--- config.mk ---
export PLATFORM = sky130hd
export DESIGN_NAME = lss_host
export DESIGN_NICKNAME = d
export VERILOG_FILES = /design/src/design/lss_pkg.sv /design/src/design/lss_host.sv
export SDC_FILE = /design/constraint.sdc
export NUM_CORES = 1
export LEC_CHECK = 0
export ABC_AREA = 1
export BUFFER_PORTS_ARGS = -buffer_cell sky130_fd_sc_hd__buf_2
export CORE_MARGIN = 2
export CORE_UTILIZATION = 55
export CTS_BUF_LIST = sky130_fd_sc_hd__clkbuf_8
export DETAILED_ROUTE_END_ITERATION = 10
export GPL_ROUTABILITY_DRIVEN = 0
export GPL_TIMING_DRIVEN = 1
export HOLD_SLACK_MARGIN = 0.15
export MAX_ROUTING_LAYER = met4
export PLACE_DENSITY = 0.79
export SLEW_MARGIN = 25
export SYNTH_ARGS = -nofsm -noshare
export SYNTH_HDL_FRONTEND = slang
export SYNTH_SLANG_ARGS = --single-unit
--- constraint.sdc ---
create_clock -name CLK_I -period 1.6 [get_ports CLK_I]
set_input_delay 0.16 -clock CLK_I [delete_from_list [all_inputs] [get_ports CLK_I]]
set_output_delay 0.16 -clock CLK_I [all_outputs]
set_load 0.005 [all_outputs]
--- src/design/lss_pkg.sv ---
package lss_pkg;
  localparam int ADDR_W = 12;
  localparam int CLK_PERIOD_NS = 5;
  // timing figures in ns, slowest grade
  localparam int T_ADDR_SETUP_NS = 20;
  localparam int T_ADDR_HOLD_NS = 50;
  localparam int T_STROBE_LOW_NS = 350;
  localparam int T_STROBE_HIGH_NS = 150;
  localparam int T_ACCESS_NS = 350;
  localparam int T_WR_PULSE_NS = 100;
  localparam int T_WR_SETUP_NS = 250;
  localparam int T_DATA_SETUP_NS = 30;
  localparam int T_DATA_HOLD_NS = 100;
  localparam int T_CYCLE_NS = 500;
  // least times round up
  localparam int C_ADDR_SETUP = (T_ADDR_SETUP_NS + CLK_PERIOD_NS - 1) / CLK_PERIOD_NS;
  localparam int C_ADDR_HOLD = (T_ADDR_HOLD_NS + CLK_PERIOD_NS - 1) / CLK_PERIOD_NS;
  localparam int C_ACCESS = (T_ACCESS_NS + CLK_PERIOD_NS - 1) / CLK_PERIOD_NS;
  localparam int C_STROBE_LOW_RAW = (T_STROBE_LOW_NS + CLK_PERIOD_NS - 1) / CLK_PERIOD_NS;
  localparam int C_STROBE_HIGH_RAW = (T_STROBE_HIGH_NS + CLK_PERIOD_NS - 1) / CLK_PERIOD_NS;
  localparam int C_WR_PULSE = (T_WR_PULSE_NS + CLK_PERIOD_NS - 1) / CLK_PERIOD_NS;
  localparam int C_WR_SETUP = (T_WR_SETUP_NS + CLK_PERIOD_NS - 1) / CLK_PERIOD_NS;
  localparam int C_DATA_SETUP = (T_DATA_SETUP_NS + CLK_PERIOD_NS - 1) / CLK_PERIOD_NS;
  localparam int C_DATA_HOLD = (T_DATA_HOLD_NS + CLK_PERIOD_NS - 1) / CLK_PERIOD_NS;
  localparam int C_CYCLE = (T_CYCLE_NS + CLK_PERIOD_NS - 1) / CLK_PERIOD_NS;
  // high phase stretched so that low plus high meets the full cycle time
  localparam int C_STROBE_HIGH = (C_CYCLE - C_STROBE_LOW_RAW > C_STROBE_HIGH_RAW) ?
                                 C_CYCLE - C_STROBE_LOW_RAW : C_STROBE_HIGH_RAW;
  localparam int CNT_W = 8;
  localparam logic [CNT_W-1:0] CNT_RESET = 8'h00;
  localparam logic [1:0] OP_READ = 2'h0;
  localparam logic [1:0] OP_WRITE = 2'h1;
  localparam logic [1:0] OP_RMW = 2'h2;
  typedef enum logic [2:0] {
    ST_POWERUP = 3'b000,
    ST_IDLE    = 3'b001,
    ST_SETUP   = 3'b010,
    ST_ACCESS  = 3'b011,
    ST_WRITE   = 3'b100,
    ST_RECOVER = 3'b101
  } lss_state_type;
endpackage

--- src/design/lss_host.sv ---
`timescale 1ns/1ps
module lss_host (
  // clock and reset
  input  wire logic                      CLK_I,
  input  wire logic                      RESET_I,
  // user request side
  input  wire logic                      REQ_VALID_I,
  input  wire logic [1:0]                REQ_OP_I,
  input  wire logic [lss_pkg::ADDR_W-1:0] REQ_ADDR_I,
  input  wire logic                      REQ_DATA_I,
  input  wire logic                      REQ_INVERT_I,
  input  wire logic                      BACKUP_I,
  output logic                           REQ_READY_O,
  output logic                           RSP_VALID_O,
  output logic                           RSP_DATA_O,
  // memory pins
  output logic                           MEM_STROBE_N_O,
  output logic                           MEM_WRITE_N_O,
  output logic [lss_pkg::ADDR_W-1:0]     MEM_ADDR_O,
  output logic                           MEM_DIN_O,
  input  wire logic                      MEM_DOUT_I,
  input  wire logic                      MEM_DOUT_OE_I
);
  lss_pkg::lss_state_type state_ff, nxt_state;
  logic [lss_pkg::CNT_W-1:0]  cnt_ff, nxt_cnt;
  logic [1:0]                 op_ff, nxt_op;
  logic                       inv_ff, nxt_inv;
  logic                       strobe_n_ff, nxt_strobe_n;
  logic                       write_n_ff, nxt_write_n;
  logic [lss_pkg::ADDR_W-1:0] addr_ff, nxt_addr;
  logic                       din_ff, nxt_din;
  logic                       ready_ff, nxt_ready;
  logic                       rsp_valid_ff, nxt_rsp_valid;
  logic                       rsp_data_ff, nxt_rsp_data;
  // outside pins: backup flag, memory data bit, memory drive enable
  localparam int PIN_N = 3;
  logic [PIN_N-1:0]           pin_raw;
  wire logic [PIN_N-1:0]      pin_sync;
  logic                       backup_sync;
  logic                       dout_sync;
  logic                       oe_sync;

  function automatic logic [lss_pkg::CNT_W-1:0] cyc(input int n);
    cyc = lss_pkg::CNT_W'(n);
  endfunction

  // phase counter has reached n cycles
  function automatic logic reached(input logic [lss_pkg::CNT_W-1:0] c, input int n);
    reached = (c >= cyc(n));
  endfunction

  // every cycle but early write keeps the write strobe high at the falling edge
  function automatic logic op_reads(input logic [1:0] op);
    op_reads = (op != lss_pkg::OP_WRITE);
  endfunction

  assign pin_raw = {MEM_DOUT_OE_I, MEM_DOUT_I, BACKUP_I};

  // two flops per pin; only the second is read, the first may be metastable
  for (genvar g = 0; g < PIN_N; g++) begin : g_sync
    logic s1_ff;
    logic s2_ff;
    always_ff @(posedge CLK_I) begin
      s1_ff <= pin_raw[g];
      s2_ff <= s1_ff;
    end
    assign pin_sync[g] = s2_ff;
  end

  assign backup_sync = pin_sync[0];
  assign dout_sync   = pin_sync[1];
  assign oe_sync     = pin_sync[2];

  always_comb begin
    nxt_state     = state_ff;
    nxt_cnt       = cnt_ff + cyc(1);
    nxt_op        = op_ff;
    nxt_inv       = inv_ff;
    nxt_strobe_n  = strobe_n_ff;
    nxt_write_n   = write_n_ff;
    nxt_addr      = addr_ff;
    nxt_din       = din_ff;
    nxt_ready     = 1'b0;
    nxt_rsp_valid = 1'b0;
    nxt_rsp_data  = rsp_data_ff;
    unique case (state_ff)
      lss_pkg::ST_POWERUP: begin
        // strobe held high one strobe-high interval after power good
        nxt_strobe_n = 1'b1;
        if (backup_sync) begin
          nxt_cnt = lss_pkg::CNT_RESET;
        end else if (reached(cnt_ff, lss_pkg::C_STROBE_HIGH)) begin
          nxt_state = lss_pkg::ST_IDLE;
          nxt_ready = 1'b1;
        end
      end

      lss_pkg::ST_IDLE: begin
        nxt_strobe_n = 1'b1;
        nxt_ready    = ~backup_sync;
        if (backup_sync) begin
          // no cycle may start in backup; wait again after recovery
          nxt_state = lss_pkg::ST_POWERUP;
          nxt_cnt   = lss_pkg::CNT_RESET;
        end else if (REQ_VALID_I && ready_ff) begin
          nxt_ready = 1'b0;
          nxt_op    = REQ_OP_I;
          nxt_inv   = REQ_INVERT_I;
          nxt_addr  = REQ_ADDR_I;
          nxt_din   = REQ_DATA_I;
          // write strobe level set ahead of the edge picks the cycle type
          nxt_write_n = op_reads(REQ_OP_I);
          nxt_cnt   = lss_pkg::CNT_RESET;
          nxt_state = lss_pkg::ST_SETUP;
        end
      end

      lss_pkg::ST_SETUP: begin
        // address, data and write level settle before the falling edge
        if (reached(cnt_ff, lss_pkg::C_ADDR_SETUP - 1)) begin
          nxt_strobe_n = 1'b0;
          nxt_cnt      = lss_pkg::CNT_RESET;
          nxt_state    = lss_pkg::ST_ACCESS;
        end
      end

      lss_pkg::ST_ACCESS: begin
        // address and data held past hold time after the edge
        // strobe low must last the strobe low time plus two sync flops
        // before the data bit is sampled; write strobe keeps the level set in idle
        // reads also wait for the output drive; a memory that never drives stalls here
        if (reached(cnt_ff, lss_pkg::C_STROBE_LOW_RAW + 2) && (!op_reads(op_ff) || oe_sync)) begin
          if (op_ff == lss_pkg::OP_RMW) begin
            nxt_rsp_data = dout_sync;
            nxt_din      = dout_sync ^ inv_ff;
            nxt_cnt      = lss_pkg::CNT_RESET;
            nxt_state    = lss_pkg::ST_WRITE;
          end else begin
            if (op_ff == lss_pkg::OP_READ) begin
              nxt_rsp_data = dout_sync;
            end
            // read sampled, strobe rises, output released
            nxt_strobe_n = 1'b1;
            nxt_cnt      = lss_pkg::CNT_RESET;
            nxt_state    = lss_pkg::ST_RECOVER;
          end
        end
      end

      lss_pkg::ST_WRITE: begin
        // modify phase: write strobe low, data setup before it
        if (cnt_ff == cyc(lss_pkg::C_DATA_SETUP)) begin
          nxt_write_n = 1'b0;
        end
        // strobe rises write setup time after the write strobe falls; completes the write
        if (reached(cnt_ff, lss_pkg::C_DATA_SETUP + lss_pkg::C_WR_SETUP)) begin
          nxt_strobe_n = 1'b1;
          nxt_cnt      = lss_pkg::CNT_RESET;
          nxt_state    = lss_pkg::ST_RECOVER;
        end
      end

      lss_pkg::ST_RECOVER: begin
        // strobe high interval before the next cycle
        nxt_write_n = 1'b1;
        if (reached(cnt_ff, lss_pkg::C_STROBE_HIGH - 1)) begin
          nxt_rsp_valid = 1'b1;
          nxt_ready     = ~backup_sync;
          nxt_state     = lss_pkg::ST_IDLE;
        end
      end
      default: begin
        nxt_state    = lss_pkg::ST_POWERUP;
        nxt_strobe_n = 1'b1;
        nxt_cnt      = lss_pkg::CNT_RESET;
      end
    endcase
  end

  always_ff @(posedge CLK_I) begin
    if (RESET_I) begin
      state_ff     <= lss_pkg::ST_POWERUP;
      cnt_ff       <= lss_pkg::CNT_RESET;
      op_ff        <= lss_pkg::OP_READ;
      inv_ff       <= 1'b0;
      strobe_n_ff  <= 1'b1;
      write_n_ff   <= 1'b1;
      addr_ff      <= '0;
      din_ff       <= 1'b0;
      ready_ff     <= 1'b0;
      rsp_valid_ff <= 1'b0;
      rsp_data_ff  <= 1'b0;
    end else begin
      state_ff     <= nxt_state;
      cnt_ff       <= nxt_cnt;
      op_ff        <= nxt_op;
      inv_ff       <= nxt_inv;
      strobe_n_ff  <= nxt_strobe_n;
      write_n_ff   <= nxt_write_n;
      addr_ff      <= nxt_addr;
      din_ff       <= nxt_din;
      ready_ff     <= nxt_ready;
      rsp_valid_ff <= nxt_rsp_valid;
      rsp_data_ff  <= nxt_rsp_data;
    end
  end

  assign REQ_READY_O    = ready_ff;
  assign RSP_VALID_O    = rsp_valid_ff;
  assign RSP_DATA_O     = rsp_data_ff;
  assign MEM_STROBE_N_O = strobe_n_ff;
  assign MEM_WRITE_N_O  = write_n_ff;
  assign MEM_ADDR_O     = addr_ff;
  assign MEM_DIN_O      = din_ff;
endmodule

Yosys cells after proc, flatten, opt, wreduce, memory -nomap -nowiden
Cells that the tools add are included.
{"block": "op_classes", "n_bitwise": 3, "reduce_logical": 16, "muxes": 40, "div": 0, "eq_ne": 21, "mul": 0, "shift": 0, "n_addsub": 1, "n_lt_le_gt_ge": 5}
{"op": "two-way mux 8 bit", "count": 6}
{"op": "case mux 8 bit (6 select lines)", "count": 1}
{"op": "two-way mux 3 bit", "count": 8}
{"op": "!= test 2 bit, second input constant", "count": 11}
{"op": "two-way mux 1 bit", "count": 20}
{"op": "case mux 3 bit (6 select lines)", "count": 1}
{"op": "greater-or-equal comparator 8 x 5 -> 1 bit, second input constant", "count": 2}
{"op": "AND reduction 5 bit", "count": 2}
{"op": "adder 8 x 1 -> 8 bit, second input constant", "count": 1}
{"op": "equality test 8 x 3 -> 1 bit, second input constant", "count": 1}
{"op": "greater-or-equal comparator 8 x 2 -> 1 bit, second input constant", "count": 1}
{"op": "greater-or-equal comparator 8 x 6 -> 1 bit, second input constant", "count": 1}
{"op": "greater-or-equal comparator 8 x 7 -> 1 bit, second input constant", "count": 1}
{"op": "AND reduction 7 bit", "count": 1}
{"op": "equality test 3 x 2 -> 1 bit, second input constant", "count": 2}
{"op": "equality test 3 bit, second input constant", "count": 2}
{"op": "case mux 1 bit (3 select lines)", "count": 2}
{"op": "AND reduction 3 bit", "count": 2}
{"op": "!= test 2 x 1 -> 1 bit, second input constant", "count": 2}
{"op": "case mux 1 bit (4 select lines)", "count": 1}
{"op": "AND reduction 4 bit", "count": 1}
{"op": "nonzero test 2 bit", "count": 2}
{"op": "equality test 3 x 1 -> 1 bit, second input constant", "count": 1}
{"op": "zero test 3 bit", "count": 1}
{"op": "11 further kinds", "count": 13}
{"block": "totals", "output_inout_bits": 18, "ram_bits": 0, "mem_bits_ro": 0, "in_bits": 22, "latch_bits": 0, "memories": 0, "reg_bits": 38}

Logic depth before layout (Yosys ltp)
Gate-level depths: netlist (run 1).
{"block": "logic_depth", "word_depth": 6, "mapped_depth": 11}

Worst setup path before layout (run 1)
No wires, ideal clock.
{"block": "synth_path", "kind": "register to register", "from": "register cnt_ff[0] in the netlist's numbering", "to": "register state_ff[2]", "setup_ns": 0.113, "setup_slack_ns": 0.275, "path_buffers": 0, "path_stages_with_launch": 12, "t_arrival_ns": 1.212, "required_ns": 1.487, "path_cell_list": "dfxtp_1 -> inv_1 -> ha_1 -> inv_1 -> nand2_1 -> nand3_1 -> nand3_1 -> nand2_1 -> nor2_1 -> nand3_1 -> nand2_1 -> nor2_1"}
{"block": "synth_via", "elab_chain_len": 4}
{"item": "from (decl)", "line_no": "lss_host.sv:25", "text": "logic [lss_pkg::CNT_W-1:0] cnt_ff, nxt_cnt;"}
{"item": "from (signal assigned)", "line_no": "lss_host.sv:183", "text": "cnt_ff <= lss_pkg::CNT_RESET;"}
{"item": "from (signal assigned)", "line_no": "lss_host.sv:195", "text": "cnt_ff <= nxt_cnt;"}
{"item": "greater-or-equal comparator 8 x 7 -> 1 bit", "line_no": "lss_host.sv:49", "text": "reached = (c >= cyc(n));"}
{"item": "logical AND 1 bit", "line_no": "lss_host.sv:132", "text": "if (reached(cnt_ff, lss_pkg::C_STROBE_LOW_RAW + 2) && (!op_reads(op_ff) || oe_sync)) begin"}
{"item": "!= test 2 bit (no line)"}
{"item": "AND reduction 7 bit (no line) (*)"}
{"item": "to (signal assigned)", "line_no": "lss_host.sv:182", "text": "state_ff <= lss_pkg::ST_POWERUP;"}
{"item": "to (signal assigned)", "line_no": "lss_host.sv:194", "text": "state_ff <= nxt_state;"}
{"item": "to (decl)", "line_no": "lss_host.sv:24", "text": "lss_pkg::lss_state_type state_ff, nxt_state;"}
Mark *: on every way between the ends. The rest lies on a longest branch, timed or not.
A chain may end at the register's enable or synchronous reset.

Final worst setup path (run 1)
Ends and elaborated chain as after synthesis.

==> results.sh, run 1 <==
export IMPL_drive_gt1_frac=0.267
export IMPL_final_nets=336
export IMPL_post_dp_cell_area_sq_um=2050
export IMPL_final_area_sq_um=2330
export IMPL_r2r_start="cnt_ff[0]"
export IMPL_postSynthCellCount=247
export IMPL_irDropWorstVdd_mv=0.818
export IMPL_rr_worst_depth=11
export IMPL_synthArstFlopShare=0
export IMPL_htreeDepth=2
export IMPL_antenna_cells=0
export IMPL_arrival_ns=1.64
export IMPL_grt_total_usage=0.242
export IMPL_critPathKind="reg -> reg"
export IMPL_cts_path_max_buffers=2
export IMPL_drtPass1Iterations=4
export IMPL_cts_root_buf="clkbuf_8"
export IMPL_nFillCells=243
export IMPL_yosysUniqueCellTypes=31
export IMPL_core_sq_um=3080
export IMPL_clkSlewWorstSetupHoldPaths_ns=0.07
export IMPL_post_dp_hpwl_mm=2.79
export IMPL_yosysMostFrequentCell="nor2_1"
export IMPL_cts_sinks=38
export IMPL_tightestPinTransition_ns=0.279
export IMPL_die_w_um=61.1
export IMPL_die_area_sq_um=3740
export IMPL_min_to="inv_ff"
export IMPL_num_rows=20
export IMPL_ant_nets=0
export IMPL_synthesis_nets=273
export IMPL_power_density_nw_per_um2=1220
export IMPL_yosysTopAreaCell="dfxtp_1"
export IMPL_die_y_um=61.1
export IMPL_switching_share=0.369
export IMPL_pwr_share_comb=0.376
export IMPL_ys_ff_latch=38
export IMPL_synth_seq_area_share=0.424
export IMPL_pwr_share_clk=0.236
export IMPL_switching_power_mw=1.05
export IMPL_maxSlewViolCount=0
export IMPL_drv_cap=0
export IMPL_io_pins=40
export IMPL_grt_pass1_wl_mm=6.55
export IMPL_relSlewSlack=0.814
export IMPL_critPathMaxStageDelay_ns=0.34
export IMPL_min_period_ns=1.45
export IMPL_power_share_sequential=0.388
export IMPL_drt_vias_per_instance=4.92
export IMPL_synth_area_leaders="dfxtp_1, nor2_1, nand2_1, o21ai_0, inv_1"
export IMPL_min_period_over_period=0.906
export IMPL_crit_path_cell_trace="inv_1 -> ha_1 -> inv_1 -> nand2_1 -> nand3_1 -> nand3_1 -> nand2_1 -> nor2_4 -> nand3_1 -> nand2_1 -> nor2_1"
export IMPL_grt_max_degree=20
export IMPL_cts_tree="yes"
export IMPL_rrSetupSlack_ns=0.15
export IMPL_wl_per_cell_um=11.3
export IMPL_leakagePower_nw=1.11
export IMPL_ys_warnings_count=0
export IMPL_grt_pass1_vias=1585
export IMPL_cp_required_ns=1.79
export IMPL_clkLatencyLatePin_ns=0.28
export IMPL_synth_area_sq_um=1790
export IMPL_yosys_top_cells_count="nor2_1, dfxtp_1, nand2_1, o21ai_0, inv_1"
export IMPL_hold_ws_ns=0.158
export IMPL_grt_antenna_before_repair=0
export IMPL_synth_edf_count=0
export IMPL_drt_iter0_drc=121
export IMPL_cts_buffers=5
export IMPL_final_hold_viol_count=0
export IMPL_initial_core_util=0.583
export IMPL_cp_end_kind="register"
export IMPL_fin_setup_tns_ns=0
export IMPL_min_from="REQ_INVERT_I"
export IMPL_hold_path_depth=3
export IMPL_status="complete, no violations"
export IMPL_ys_flop_type="dfxtp_1"
export IMPL_syn_avg_cell_area_sq_um=7.26
export IMPL_reg2reg_to="state_ff[2]"
export IMPL_finClkSkew_ns=0.00458
export IMPL_drt_wl_total_mm=4.02
export IMPL_hold_path_class="in -> reg"
export IMPL_cp_slowest_cell="dfxtp_2"
export IMPL_io_buffers=39
export IMPL_num_vias=1745
export IMPL_p_total_mw=2.85
export IMPL_area_growth_syn_to_layout_pct=29.9
export IMPL_setup_viol=0
export IMPL_fmax_ghz=0.690
export IMPL_p_int_mw=1.80
export IMPL_overflow=0
export IMPL_start_kind="register"
export IMPL_drcViolationCount=0
export IMPL_rsz0062_at_grt="false"
export IMPL_cp_max_fo=4
export IMPL_synth_top_area_share=0.424
export IMPL_finish_utilization=0.757
[power by group through the flow]
stage	Sequential, mW	Clock [mW]	Combinational (mW)
2_1_floorplan	1.13	0	0.751
3_3_place_gp	1.12	0	0.969
3_5_place_dp	1.12	0	0.979
4_1_cts	1.10	0.692	1.03
5_1_grt	1.12	0.725	1.23
6_report	1.11	0.673	1.07
[how the worst max path moves through the flow]
| stage | from | endpoint | slack [ns] | cells past startpoint |
|---|---|---|---|---|
| after CTS | cnt_ff[0] | state_ff[2] | 0.06 | 10 |
| after detailed placement | cnt_ff[0] | state_ff[0] | 0.12 | 11 |
| final | cnt_ff[0] | state_ff[2] | 0.15 | 11 |
| after global routing | cnt_ff[3] | cnt_ff[5] | 0.03 | 9 |
| after floorplan | cnt_ff[0] | state_ff[2] | 0.27 | 11 |
| after global placement | cnt_ff[0] | state_ff[0] | 0.15 | 10 |
[layout by cell type, fill, tap and decap left out, types with 3 or more instances in the layout]
master	instances
nor2_1	55
buf_2	39
dfxtp_1	37
nand2_1	34
o21ai_0	24
inv_1	23
nand3_1	16
dlygate4sd3_1	16
inv_2	6
a21oi_1	6
clkbuf_8	6
nor2_2	5
buf_4	5
nor2_4	4
nand3_2	4
ha_1	4
nand2_2	3
nand4_1	3
nor3_1	3
[flip-flops by register name (all words and copies together), names as in the netlist, 2 cells and up]
signal and cells:
MEM_ADDR_O 12, g_sync.s1_ff 3, state_ff 3, op_ff 2
cnt_ff 8
[worst max-delay path, delay by kind of cell (launching register included)]
kind / cells / cell delay, ns
buffers and inverters: 2 / 0.14
flip-flops: 1 / 0.34
adder cells (fa/ha/maj): 1 / 0.18
AND/OR/NAND/NOR: 8 / 0.69
[repair_timing]
item	4_1_cts	5_1_grt
hold buffers	16	0
endpoints found under the hold margin	17	0
buffers inserted	0	0
setup endpoints to repair	0	4
resized for setup	0	6
[routing by layer]
layer  wire length, um  GRT usage
met1              1750      0.286
met2              2050      0.409
met3               191     0.0567
met4                31     0.0714
met5                 0          -
[area by class of cell]
type | count | area (sq um) | share of cell area
multi-input cells | 174 | 905 | 0.388
clock buffers | 6 | 82.6 | 0.0354
well taps | 44 | 55.1 | 0.0236
clock inverters | 2 | 12.5 | 0.00537
flip-flops and latches | 38 | 762 | 0.327
inverters | 31 | 121 | 0.0521
repair buffers | 60 | 393 | 0.169
[metrics by stage]
step	worst slack (ns)	std cells
detailed placement	0.122	331
global route	0.0257	355
global placement	0.149	331
finish	0.151	355
CTS	0.0573	355
floorplan	0.275	247
[cells by family after synthesis]
kind of cell    after synthesis  share of synthesized area
compound gates               34                      0.103
buf+inv                      35                     0.0830
fa+ha+maj                     4                     0.0279
flops                        38                      0.424
xor+xnor                      3                     0.0146
simple gates                133                      0.348
(Power assumes the default switching activity.)
==> inputs of run 2 (changes only) <==
- PLACE_DENSITY: 0.79 -> unset
- PLACE_DENSITY_LB_ADDON: unset -> 0.12
==> run 2 against run 1 <==
Effect of this change: cell count shrank 1.4%; sequential power hardly changed; critical path type unchanged; die area stayed put; sequential cell count unchanged; first-iteration DRC count down 12%; clock power rose by 21%; design area decreased by 1.0%; utilization fell by 0.77 points; setup slack better by 0.0062 ns.
==> results.sh, run 2 (synthesized netlist as in run 1, its figures left out) <==
export IMPL_status="complete, no violations"
export IMPL_drv_cap=0
export IMPL_initial_core_util=0.583
export IMPL_drtPass1Iterations=4
export IMPL_num_vias=1704
export IMPL_crit_path_cell_trace="inv_1 -> ha_1 -> inv_1 -> nand2_1 -> nand3_1 -> nand3_1 -> nand2_1 -> nor2_2 -> nand3_1 -> nand2_1 -> nor2_1"
export IMPL_reg2reg_to="state_ff[0]"
export IMPL_overflow=0
export IMPL_antenna_cells=0
export IMPL_cp_max_fo=4
export IMPL_drcViolationCount=0
export IMPL_drt_wl_total_mm=3.89
export IMPL_cts_tree="yes"
export IMPL_io_pins=40
export IMPL_finish_utilization=0.750
export IMPL_grt_max_degree=20
export IMPL_grt_total_usage=0.231
export IMPL_relSlewSlack=0.778
export IMPL_rr_worst_depth=11
export IMPL_p_int_mw=1.95
export IMPL_cts_setup_buffers=0
export IMPL_die_area_sq_um=3740
export IMPL_drt_iter0_drc=106
export IMPL_switching_power_mw=1.04
export IMPL_grt_pass1_wl_mm=6.15
export IMPL_hold_path_depth=3
export IMPL_grt_pass1_vias=1436
export IMPL_cts_root_buf="clkbuf_8"
export IMPL_critPathKind="reg -> reg"
export IMPL_finClkSkew_ns=0.00604
export IMPL_pwr_share_comb=0.357
export IMPL_cp_end_kind="register"
export IMPL_arrival_ns=1.63
export IMPL_tightestPinTransition_ns=0.332
export IMPL_cp_slowest_cell="dfxtp_1"
export IMPL_die_w_um=61.1
export IMPL_ant_nets=0
export IMPL_wl_per_cell_um=11.1
export IMPL_fmax_ghz=0.693
export IMPL_post_dp_hpwl_mm=2.85
export IMPL_start_kind="register"
export IMPL_drt_vias_per_instance=4.87
export IMPL_critPathMaxStageDelay_ns=0.33
export IMPL_final_nets=332
export IMPL_pwr_share_clk=0.272
export IMPL_fin_setup_tns_ns=0
export IMPL_setup_viol=0
export IMPL_num_rows=20
export IMPL_min_period_ns=1.44
export IMPL_cts_sinks=38
export IMPL_maxSlewViolCount=0
export IMPL_rrSetupSlack_ns=0.16
export IMPL_htreeDepth=2
export IMPL_cp_required_ns=1.78
export IMPL_min_to="MEM_ADDR_O[2]"
export IMPL_min_from="REQ_ADDR_I[2]"
export IMPL_grt_antenna_before_repair=0
export IMPL_switching_share=0.349
export IMPL_final_hold_viol_count=0
export IMPL_die_y_um=61.1
export IMPL_irDropWorstVdd_mv=0.801
export IMPL_power_share_sequential=0.371
export IMPL_largest_reg_flops=12
export IMPL_power_density_nw_per_um2=1300
export IMPL_core_sq_um=3080
export IMPL_area_growth_syn_to_layout_pct=28.6
export IMPL_clkSlewWorstSetupHoldPaths_ns=0.07
export IMPL_hold_path_class="in -> reg"
export IMPL_min_period_over_period=0.902
export IMPL_clkLatencyLatePin_ns=0.29
export IMPL_final_area_sq_um=2310
export IMPL_cts_path_max_buffers=2
export IMPL_drive_gt1_frac=0.268
export IMPL_final_common_cell="nor2_1"
export IMPL_mostFrequentLayoutCells="nor2_1, buf_2, dfxtp_1"
export IMPL_r2r_start="cnt_ff[1]"
export IMPL_post_dp_cell_area_sq_um=2040
export IMPL_rsz0062_at_grt="false"
export IMPL_leakagePower_nw=1.08
export IMPL_cts_buffers=5
export IMPL_io_buffers=39
[run 2: timing repair]
item                                    4_1_cts  5_1_grt
hold buffers                                 14        0
endpoints found under the setup margin        0        7
endpoints found under the hold margin        15        0
gates resized for setup                       0        7
[run 2: cell type report]
type | count | area (sq um)
clock buffers | 6 | 82.6
clock inverters | 1 | 30.0
fillers | 275 | 771
inverters | 31 | 124
multi-input cells | 174 | 895
flip-flops and latches | 38 | 763
well taps | 44 | 55.1
repair buffers | 56 | 358
[run 2: routing by layer]
metal,wire [um],global-route usage,vias to the layer above
met1,1830,0.292,756
li1,-,-,902
met3,161,0.0609,5
met5,0,-,-
met2,1860,0.360,41
met4,41,0.0776,0
[run 2: stage by stage]
step / instances / hold slack (ns) / power, mW / setup slack [ns]
after floorplan: 247 / 0.188 / 1.88 / 0.275
after global placement: 329 / 0.262 / 2.11 / 0.127
after detailed placement: 329 / 0.264 / 2.12 / 0.0852
after CTS: 350 / 0.164 / 2.95 / 0.0810
after global routing: 350 / 0.184 / 3.19 / 0.00156
final: 350 / 0.163 / 2.99 / 0.157
[run 2: power groups by stage]
stage / sequential [mW] / combinational (mW) / clock [mW]
after floorplan: 1.13 / 0.751 / 0
after global placement: 1.12 / 0.986 / 0
after detailed placement: 1.13 / 0.990 / 0
after CTS: 1.10 / 1.03 / 0.822
after global routing: 1.12 / 1.21 / 0.858
final: 1.11 / 1.07 / 0.814
[run 2: worst max-delay path, delay by kind of cell (launching register included)]
kind | cells | cell delay (ns)
buffers and inverters | 2 | 0.17
adders and majority gates | 1 | 0.17
and+or+nand+nor | 8 | 0.70
DFF | 1 | 0.33
[run 2: worst max path at each step]
stage | start | endpoint | slack (ns)
2_1_floorplan | cnt_ff[0] | state_ff[2] | 0.27
3_3_place_gp | cnt_ff[0] | state_ff[1] | 0.13
3_5_place_dp | cnt_ff[0] | state_ff[2] | 0.09
4_1_cts | cnt_ff[0] | state_ff[2] | 0.08
5_1_grt | cnt_ff[1] | state_ff[2] | 0.002
6_report | cnt_ff[1] | state_ff[0] | 0.16
